<file path="src/rtl/sysref_align_pkg.sv">
// Purpose: Constants and types for reference pulse capture and multiframe alignment
// Assumes: CLOCK is the sampling device reference clock, 20 MHz
// Notes: Blanking length derives from the phase-detector reference rate
// Overview of operation
// The first accepted reference pulse resets the internal clock divider and so forces a synthesizer relock.
// After the first pulse every further pulse is ignored until 1,024 phase-detector reference periods have passed.
// Whoever configures the clocks keeps the phase-detector reference below 80 MHz.
// A 122.88 MHz or 245.76 MHz reference clock gives a 61.44 MHz phase-detector rate, which sets the blanking length.
// A 153.6 MHz or 307.2 MHz reference clock gives a 76.8 MHz phase-detector rate, which sets the blanking length.
// Continuous periodic trains, single strobes and gapped periodic trains are all handled.
// The pulse source produces no runt pulses or glitches when switching the reference on or off.
// The reference input is active high and is sampled and latched only on reference clock edges.
// Periodic or gapped trains have a period that is an exact multiple of the multiframe period.
// The multiframe counter and frame clock align to the edge on which the sampled reference goes from low to high.
// All chips of a multichip system are driven from one common reference pulse.
// With an external oscillator selected its signal is divided by two into quadrature phases.
// Events are found by comparing current and previous samples, and blanking uses a saturating counter restarted per event.
`default_nettype none
package sysref_align_pkg;

	localparam int unsigned CLK_KHZ        = 20000;
	localparam int unsigned PFD_BLANK_PER  = 1024;
	localparam int unsigned PFD_MAX_KHZ    = 80000;
	localparam int unsigned PFD_LOW_KHZ    = 61440;
	localparam int unsigned PFD_HIGH_KHZ   = 76800;

	// Least wait, so round up to whole cycles
	localparam int unsigned BLANK_LOW_CYC  =
		(PFD_BLANK_PER * CLK_KHZ + PFD_LOW_KHZ - 1) / PFD_LOW_KHZ;
	localparam int unsigned BLANK_HIGH_CYC =
		(PFD_BLANK_PER * CLK_KHZ + PFD_HIGH_KHZ - 1) / PFD_HIGH_KHZ;

	localparam int unsigned BLANK_W        = 9;
	localparam logic [BLANK_W-1:0] BLANK_LOW  = BLANK_W'(BLANK_LOW_CYC);
	localparam logic [BLANK_W-1:0] BLANK_HIGH = BLANK_W'(BLANK_HIGH_CYC);
	localparam logic [BLANK_W-1:0] BLANK_RST  = 9'h000;

	localparam int unsigned FRAME_W        = 2;
	localparam int unsigned MF_W           = 3;
	localparam logic [FRAME_W-1:0] FRAME_LAST = 2'h3;
	localparam logic [MF_W-1:0]    MF_LAST    = 3'h7;
	localparam logic [FRAME_W-1:0] FRAME_RST  = 2'h0;
	localparam logic [MF_W-1:0]    MF_RST     = 3'h0;

	typedef enum logic [1:0] {
		ST_WAIT_FIRST = 2'b00,
		ST_BLANK      = 2'b01,
		ST_ARMED      = 2'b11
	} capture_state_t;

	typedef struct packed {
		logic [MF_W-1:0]    frame_idx;
		logic [FRAME_W-1:0] cycle_idx;
	} lmfc_pos_t;

	localparam lmfc_pos_t LMFC_RST = '{frame_idx: MF_RST, cycle_idx: FRAME_RST};

	typedef struct packed {
		logic i_phase;
		logic q_phase;
	} quad_lo_t;

	localparam quad_lo_t QUAD_RST = '{i_phase: 1'b0, q_phase: 1'b0};

endpackage
`default_nettype wire

</file>
<file path="src/rtl/sysref_capture_lmfc_align.sv">
// Purpose: Capture reference pulses, blank repeats, align frame and multiframe timing
// Assumes: Reference pulse and external oscillator arrive asynchronously on pins
// Notes: The external oscillator path is only meaningful well below CLOCK/2
`timescale 1ns/10ps
`default_nettype none
module sysref_capture_lmfc_align
	import sysref_align_pkg::*;
(
	input  wire logic             CLOCK,
	input  wire logic             RST_N,
	input  wire logic             SYSREF_IN,
	input  wire logic             PFD_RATE_HIGH,
	input  wire logic             EXT_LO_SEL,
	input  wire logic             EXT_LO_IN,
	output var  logic             DIVIDER_RESET,
	output var  logic             SYSREF_ACCEPTED,
	output var  logic             BLANKING,
	output var  logic             ALIGNED,
	output var  logic             FRAME_TICK,
	output var  logic             LMFC_TICK,
	output var  logic [MF_W-1:0]  LMFC_COUNT,
	output var  logic             LO_I,
	output var  logic             LO_Q
);

	// Synchronisers; first stages read only by second stages
	logic       sref_s1_q;
	logic       sref_s2_q;
	logic       sref_prev_q;
	logic       lo_s1_q;
	logic       lo_s2_q;
	logic       lo_prev_q;

	always_ff @(posedge CLOCK) begin
		if (!RST_N) begin
			sref_s1_q   <= 1'b0;
			sref_s2_q   <= 1'b0;
			sref_prev_q <= 1'b0;
			lo_s1_q     <= 1'b0;
			lo_s2_q     <= 1'b0;
			lo_prev_q   <= 1'b0;
		end else begin
			sref_s1_q   <= SYSREF_IN;
			sref_s2_q   <= sref_s1_q;
			sref_prev_q <= sref_s2_q;
			lo_s1_q     <= EXT_LO_IN;
			lo_s2_q     <= lo_s1_q;
			lo_prev_q   <= lo_s2_q;
		end
	end

	// Edges of a synchronised level against its previous sample
	function automatic logic rose_now(input logic cur, input logic prev);
		return cur & ~prev;
	endfunction

	function automatic logic fell_now(input logic cur, input logic prev);
		return ~cur & prev;
	endfunction

	// Active high: only a low-to-high sample pair counts
	logic sref_rise;
	assign sref_rise = rose_now(sref_s2_q, sref_prev_q);

	// Capture and blanking
	capture_state_t    state_q;
	capture_state_t    state_d;
	logic [BLANK_W-1:0] blank_cnt_q;
	logic [BLANK_W-1:0] blank_cnt_d;
	logic [BLANK_W-1:0] blank_len;
	logic               div_rst_q;
	logic               div_rst_d;
	logic               accept_q;
	logic               accept_d;
	logic               aligned_q;
	logic               aligned_d;
	logic               accept_now;
	logic               blank_q;
	logic               blank_d;

	// Rate fixed by clock plan; source keeps it under the 80 MHz limit
	assign blank_len = PFD_RATE_HIGH ? BLANK_HIGH : BLANK_LOW;

	always_comb begin
		state_d     = state_q;
		blank_cnt_d = blank_cnt_q;
		div_rst_d   = 1'b0;
		accept_d    = 1'b0;
		aligned_d   = aligned_q;
		accept_now  = 1'b0;
		case (state_q)
			ST_WAIT_FIRST: begin
				if (sref_rise) begin
					accept_now  = 1'b1;
					div_rst_d   = 1'b1;
					accept_d    = 1'b1;
					aligned_d   = 1'b1;
					blank_cnt_d = BLANK_RST;
					state_d     = ST_BLANK;
				end
			end
			ST_BLANK: begin
				// Pulses in this state are dropped without trace
				if (blank_cnt_q >= blank_len - 9'h001) begin
					state_d = ST_ARMED;
				end else begin
					blank_cnt_d = blank_cnt_q + 9'h001;
				end
			end
			ST_ARMED: begin
				// Periodic and gapped trains realign on every accepted pulse
				if (sref_rise) begin
					accept_now  = 1'b1;
					accept_d    = 1'b1;
					blank_cnt_d = BLANK_RST;
					state_d     = ST_BLANK;
				end
			end
			default: begin
				state_d     = ST_WAIT_FIRST;
				blank_cnt_d = BLANK_RST;
				aligned_d   = 1'b0;
			end
		endcase
		blank_d = (state_d == ST_BLANK);
	end

	always_ff @(posedge CLOCK) begin
		if (!RST_N) begin
			state_q     <= ST_WAIT_FIRST;
			blank_cnt_q <= BLANK_RST;
			div_rst_q   <= 1'b0;
			accept_q    <= 1'b0;
			aligned_q   <= 1'b0;
			blank_q     <= 1'b0;
		end else begin
			state_q     <= state_d;
			blank_cnt_q <= blank_cnt_d;
			div_rst_q   <= div_rst_d;
			accept_q    <= accept_d;
			aligned_q   <= aligned_d;
			blank_q     <= blank_d;
		end
	end

	// Frame and multiframe timing
	lmfc_pos_t pos_q;
	lmfc_pos_t pos_d;
	logic      frame_tick_q;
	logic      frame_tick_d;
	logic      lmfc_tick_q;
	logic      lmfc_tick_d;

	always_comb begin
		pos_d        = pos_q;
		frame_tick_d = 1'b0;
		lmfc_tick_d  = 1'b0;
		if (accept_now) begin
			// Sampling edge becomes phase zero of frame and multiframe
			pos_d        = LMFC_RST;
			frame_tick_d = 1'b1;
			lmfc_tick_d  = 1'b1;
		end else if (pos_q.cycle_idx == FRAME_LAST) begin
			pos_d.cycle_idx = FRAME_RST;
			frame_tick_d    = 1'b1;
			if (pos_q.frame_idx == MF_LAST) begin
				pos_d.frame_idx = MF_RST;
				lmfc_tick_d     = 1'b1;
			end else begin
				pos_d.frame_idx = pos_q.frame_idx + 3'h1;
			end
		end else begin
			pos_d.cycle_idx = pos_q.cycle_idx + 2'h1;
		end
	end

	always_ff @(posedge CLOCK) begin
		if (!RST_N) begin
			pos_q        <= LMFC_RST;
			frame_tick_q <= 1'b0;
			lmfc_tick_q  <= 1'b0;
		end else begin
			pos_q        <= pos_d;
			frame_tick_q <= frame_tick_d;
			lmfc_tick_q  <= lmfc_tick_d;
		end
	end

	// External oscillator halving; I on rising, Q on falling input edges
	quad_lo_t lo_q;
	quad_lo_t lo_d;

	always_comb begin
		lo_d = lo_q;
		if (!EXT_LO_SEL) begin
			lo_d = QUAD_RST;
		end else if (rose_now(lo_s2_q, lo_prev_q)) begin
			lo_d.i_phase = ~lo_q.i_phase;
		end else if (fell_now(lo_s2_q, lo_prev_q)) begin
			lo_d.q_phase = ~lo_q.q_phase;
		end
	end

	always_ff @(posedge CLOCK) begin
		if (!RST_N) begin
			lo_q <= QUAD_RST;
		end else begin
			lo_q <= lo_d;
		end
	end

	assign DIVIDER_RESET   = div_rst_q;
	assign SYSREF_ACCEPTED = accept_q;
	assign BLANKING        = blank_q;
	assign ALIGNED         = aligned_q;
	assign FRAME_TICK      = frame_tick_q;
	assign LMFC_TICK       = lmfc_tick_q;
	assign LMFC_COUNT      = pos_q.frame_idx;
	assign LO_I            = lo_q.i_phase;
	assign LO_Q            = lo_q.q_phase;

endmodule
`default_nettype wire

</file>
<file path="config.mk">
export PLATFORM = sky130hd
export DESIGN_NAME = sysref_capture_lmfc_align
export DESIGN_NICKNAME = d
export VERILOG_FILES = /design/src/rtl/sysref_align_pkg.sv /design/src/rtl/sysref_capture_lmfc_align.sv
export SDC_FILE = /design/constraint.sdc
export NUM_CORES = 1
export LEC_CHECK = 0
export ABC_CLOCK_PERIOD_IN_PS = 2200
export BUFFER_PORTS_ARGS = -buffer_cell sky130_fd_sc_hd__buf_2
export CAP_MARGIN = 10
export CORE_ASPECT_RATIO = 1.25
export CORE_MARGIN = 3
export CORE_UTILIZATION = 23
export DETAILED_ROUTE_END_ITERATION = 6
export HOLD_SLACK_MARGIN = 0.02
export PLACE_DENSITY = 0.39
export SLEW_MARGIN = 40
export SYNTH_ARGS = -nofsm -noshare
export SYNTH_HDL_FRONTEND = slang
export SYNTH_SLANG_ARGS = --single-unit
</file>
<file path="constraint.sdc">
create_clock -name CLOCK -period 2.2 [get_ports CLOCK]
set_input_delay 0.11 -clock CLOCK [delete_from_list [all_inputs] [get_ports CLOCK]]
set_output_delay 0.11 -clock CLOCK [all_outputs]
set_load 0.01 [all_outputs]
</file>
## Word level (Yosys, flattened, before mapping)

Cells that the tools add are included.

| storage, ports and cells | value |
|---|---|
| word-level logic and storage cells | 69 |
| flip-flop bits (word level) | 30 |
| output and inout bits | 11 |

| cells by class | value |
|---|---|
| multiplexer cells | 17 |
| bitwise logic cells | 11 |
| $lt $le $gt $ge | 1 |
| eq/ne operators | 8 |
| reduce and logical (&&, ||, !) cells | 10 |
| add/sub/neg operators | 4 |

Operators with widths:

| cell | count |
|---|---|
| $mux 9 | 2 |
| $pmux 9 s2 | 1 |
| $reduce_and 2->1 | 5 |
| $add 9x1->9 const B | 1 |
| $ge 9x9->1 | 1 |
| $sub 9x1->9 const B | 1 |
| $mux 1 | 8 |
| $not 1->1 | 8 |
| $mux 7 | 1 |
| $reduce_or 2->1 | 3 |
| $eq 2x1->1 const B | 2 |
| $eq 2x2->1 const B | 2 |
| $mux 2 | 2 |
| $ne 2x2->1 const B | 2 |
| $pmux 2 s2 | 1 |
| $add 3x1->3 const B | 1 |
| $and 1x1->1 | 3 |
| $eq 3x3->1 const B | 1 |
| $mux 3 | 1 |
| $reduce_or 3->1 | 1 |
| $add 2x1->2 const B | 1 |
| $logic_not 2->1 | 1 |
| $ne 2x1->1 const B | 1 |
| $pmux 1 s2 | 1 |

## Logic depth before layout (Yosys ltp)

| logic depth | value |
|---|---|
| depth after elaboration | 6 |
| gate-level depth with buffers | 7 |
| gate-level depth less buffers | 6 |

## Least setup slack after synthesis

Ideal clock, no wire load.

| timing | value |
|---|---|
| path kind | reg2reg |
| start point | reg blank_cnt_q[0] |
| end point | reg blank_cnt_q[5] |
| path buffers | 0 |
| arrival time | 1.778 ns |
| path slack | 0.334 ns |
| cell stages (with the launch flop) | 7 |
| required time | 2.112 ns |
| setup time | 0.088 ns |
| path through | dfxtp_1 inv_1 ha_1 nor3b_1 o211ai_4 a211o_4 o32ai_2 |

| on the way | value |
|---|---|
| cells in the longest elaborated chain, start to end | 3 |
| elaborated cells on any way between the ends | 6 |

RTL lines:

| element | line | RTL |
|---|---|---|
| start: declaration | sysref_capture_lmfc_align.sv:68 | `logic [BLANK_W-1:0] blank_cnt_q;` |
| start signal: assignment | sysref_capture_lmfc_align.sv:138 | `blank_cnt_q <= blank_cnt_d;` |
| $add 9x1->9 or $ge 9x9->1 (tied branches) | sysref_capture_lmfc_align.sv:107, sysref_capture_lmfc_align.sv:104 |  |
| $mux 9 or $ne 2x2->1 (tied branches) | n/a |  |
| $pmux 9 s2 or $reduce_and 2->1 (tied branches) | n/a |  |

Parallel ways exist; a longest one is shown, timed or not. The select of a mux whose other input is x is not followed.
A chain may end at the register's enable or synchronous reset.

## Worst setup path after layout

Ends and elaborated chain as after synthesis.

==> flow_metrics.env <==
export IMPL_synth_area_top_cells="dfxtp_1 (41%), ha_1 (10%), o22ai_1 (3.8%)"
export IMPL_max_stage_delay_ns=0.43
export IMPL_core_um2=5973
export IMPL_synthesis_area_um2=1463
export IMPL_synth_ff_type="dfxtp_1"
export IMPL_synth_cells=155
export IMPL_cts_made_buffers=5
export IMPL_worst_pin_slew_ns=0.5152
export IMPL_cts_sinks=30
export IMPL_track_usage=0.09355
export IMPL_rows=31
export IMPL_fin_worst_skew_ns=0.005191
export IMPL_hold_buffers=0
export IMPL_synth_top_area_share=0.4106
export IMPL_cts_tree="built"
export IMPL_setup_viol=0
export IMPL_synth_common_cells="dfxtp_1 (30), nand2_1 (13), ha_1 (12)"
export IMPL_ios=17
export IMPL_clk_latency_ns=0.28
export IMPL_first_global_vias=1139
export IMPL_cp_required_ns=2.39
export IMPL_vdd_drop_max_v=0.0001792
export IMPL_p_sw_frac=0.2343
export IMPL_vias=1119
export IMPL_grt_pass1_wl_um=5395
export IMPL_end_kind="register"
export IMPL_dieArea_um2=7358
export IMPL_root_buffer="clkbuf_8"
export IMPL_nets=189
export IMPL_rsz0062_at_grt="false"
export IMPL_cp_cell_sequence="inv_1, ha_1, nor3b_1, o211ai_4, a211o_4, o32ai_2"
export IMPL_timing_hold_ws_ns=0.04068
export IMPL_die_y_um=95.16
export IMPL_final_hold_viol_count=0
export IMPL_hp_class="primary input to register"
export IMPL_final_setup_tns_ns=0
export IMPL_synth_top_area_cell="dfxtp_1"
export IMPL_synth_edf_count=0
export IMPL_setup_slack_ns=0.1816
export IMPL_pwr_share_clk=0.436
export IMPL_seq_area_frac_synth=0.4106
export IMPL_outcome="complete, no violations"
export IMPL_avgRoutedWirePerCell_um=12.27
export IMPL_yosys_warnings=0
export IMPL_stdcell_area_um2=1728
export IMPL_antenna_found_initial=0
export IMPL_synth_seq_cells=30
export IMPL_p_int_uw=988.8
export IMPL_drv_slew=0
export IMPL_fin_crit_ns=2.018
export IMPL_synth_most_common_cell="dfxtp_1"
export IMPL_drive_gt1_frac=0.1813
export IMPL_cp_max_fo=9
export IMPL_fill_cells=663
export IMPL_vias_per_cell=4.423
export IMPL_n_antenna_cell=0
export IMPL_cts_buffer_depth=2
export IMPL_drt_first_pass_iters=4
export IMPL_initial_utilization=0.2449
export IMPL_power_density_nw_per_um2=747.3
export IMPL_switchingPower_uw=302.5
export IMPL_cap_violations=0
export IMPL_startpoint_type="register"
export IMPL_post_route_drc_count=0
export IMPL_post_cts_setup_buffer_count=0
export IMPL_hpwl_um=2266
export IMPL_synth_async_reset_ratio=0
export IMPL_finalCritPeriodShare=0.9175
export IMPL_critPathKind="register to register"
export IMPL_seq_power_share=0.444
export IMPL_clk_pin_slew_ns=0.06
export IMPL_grt_max_degree=32
export IMPL_place_ws_ns=0.2021
export IMPL_place_gp_congestion=0.7768
export IMPL_slew_limit_headroom=0.6565
export IMPL_die_width_um=77.33
export IMPL_fmax_mhz=495.4
export IMPL_syn_nets=173
export IMPL_power_frac_comb=0.120
export IMPL_total_power_uw=1291
export IMPL_cts_resized=0
export IMPL_slowest_stage="a211o_4"
export IMPL_syn_avg_cell_area_um2=9.436
export IMPL_drtIter0Drc=36
export IMPL_worstPathArrival_ns=2.21
export IMPL_leakagePower_uw=0.0007032
export IMPL_portBuffers=16
export IMPL_place_area_um2=1615
export IMPL_h_tree_depth=2
export IMPL_overflow=0
export IMPL_ant_nets=0
export IMPL_totalWireLength_um=3104
export IMPL_syn2layout_area_growth_pct=18.14
export IMPL_synth_cell_types=33
## through the flow
| stage | util | std cells |
|---|---|---|
| 5_1_grt | 0.2893 | 253 |
| 4_1_cts | 0.2893 | 253 |
| 3_5_place_dp | 0.2704 | 246 |
| 2_1_floorplan | - | 155 |
| 6_report | 0.2893 | 253 |
| 3_3_place_gp | 0.2704 | 246 |
## worst max-delay path, delay by kind of cell, from the launching register on
| family | cells | cell delay (ns) |
|---|---|---|
| compound gates | 3 | 0.88 |
| fa+ha+maj | 1 | 0.27 |
| buf+inv | 1 | 0.07 |
| flops | 1 | 0.37 |
| simple gates | 1 | 0.35 |
## cells in the final DEF, fill, tap and decap left out
cell	instances
nor3_1	1
buf_2	16
a21oi_2	1
mux2i_1	5
inv_1	8
nand2_1	13
o32ai_2	2
nor4_4	1
buf_4	2
nor3b_1	3
o21a_1	3
a211o_4	1
and4_1	1
a21oi_1	9
nor2b_1	5
nor2_1	10
o21ai_1	1
xnor2_1	2
clkbuf_8	6
bufinv_16	1
o21ai_0	1
nand3_1	4
and2_1	7
o311ai_1	1
nand3b_1	2
nand2b_1	3
ha_1	12
and3_1	4
a221oi_1	3
nand4b_1	1
nand4_1	1
dfxtp_1	30
o211ai_4	1
o22ai_1	9
o31ai_1	1
## area by class of cell
type	count	area [um^2]	share of cell area
tap	82	102.6	0.05938
sequential	30	600.6	0.3476
multi-input combinational	108	787.0	0.4555
clock buffer	6	82.58	0.04779
clock inverter	1	30.03	0.01738
timing repair buffer	18	95.09	0.05503
inverter	8	30.03	0.01738
## cell families after synthesis
kind of cell / share of synthesized area
adder cells (fa/ha/maj): 0.1026
flip-flops: 0.4106
AND/OR/NAND/NOR: 0.2139
XOR/XNOR: 0.01198
AO/OA/AOI/OAI: 0.1754
multiplexers: 0.03422
buffers and inverters: 0.05132
## sequential cells by signal, indices dropped and copies added, names as in the netlist, 2 cells and up
signal and flops:
blank_cnt_q 9, LMFC_COUNT 3, pos_q 2, state_q 2
## path summary, 6_finish.rpt
| check | to | slack, ns | depth (start not counted) | startpoint |
|---|---|---|---|---|
| worst max-delay path | blank_cnt_q[5] | 0.18 | 6 | blank_cnt_q[0] |
| worst max register to register | blank_cnt_q[5] | 0.18 | 6 | blank_cnt_q[0] |
| worst min-delay path | lo_s1_q | 0.04 | 2 | EXT_LO_IN |
| worst min register to register | lo_s2_q | 0.43 | 1 | lo_s1_q |
## power by group through the flow
stage / clock (uW) / sequential, uW / combinational, uW
detailed placement: 0 / 586 / 156
floorplan: 0 / 588 / 110
finish: 562 / 574 / 155
global route: 610 / 576 / 177
CTS: 581 / 574 / 157
global placement: 0 / 585 / 153
## per-layer routing
layer / GRT usage / part of all wire / vias to the layer above
li1: - / - / 574
met1: 0.1068 / 0.46 / 519
met2: 0.1628 / 0.48 / 22
met3: 0.03025 / 0.046 / 4
met4: 0.03561 / 0.0097 / 0
met5: 0 / 0 / -
No activity file was read; power rests on OpenSTA's default activity.
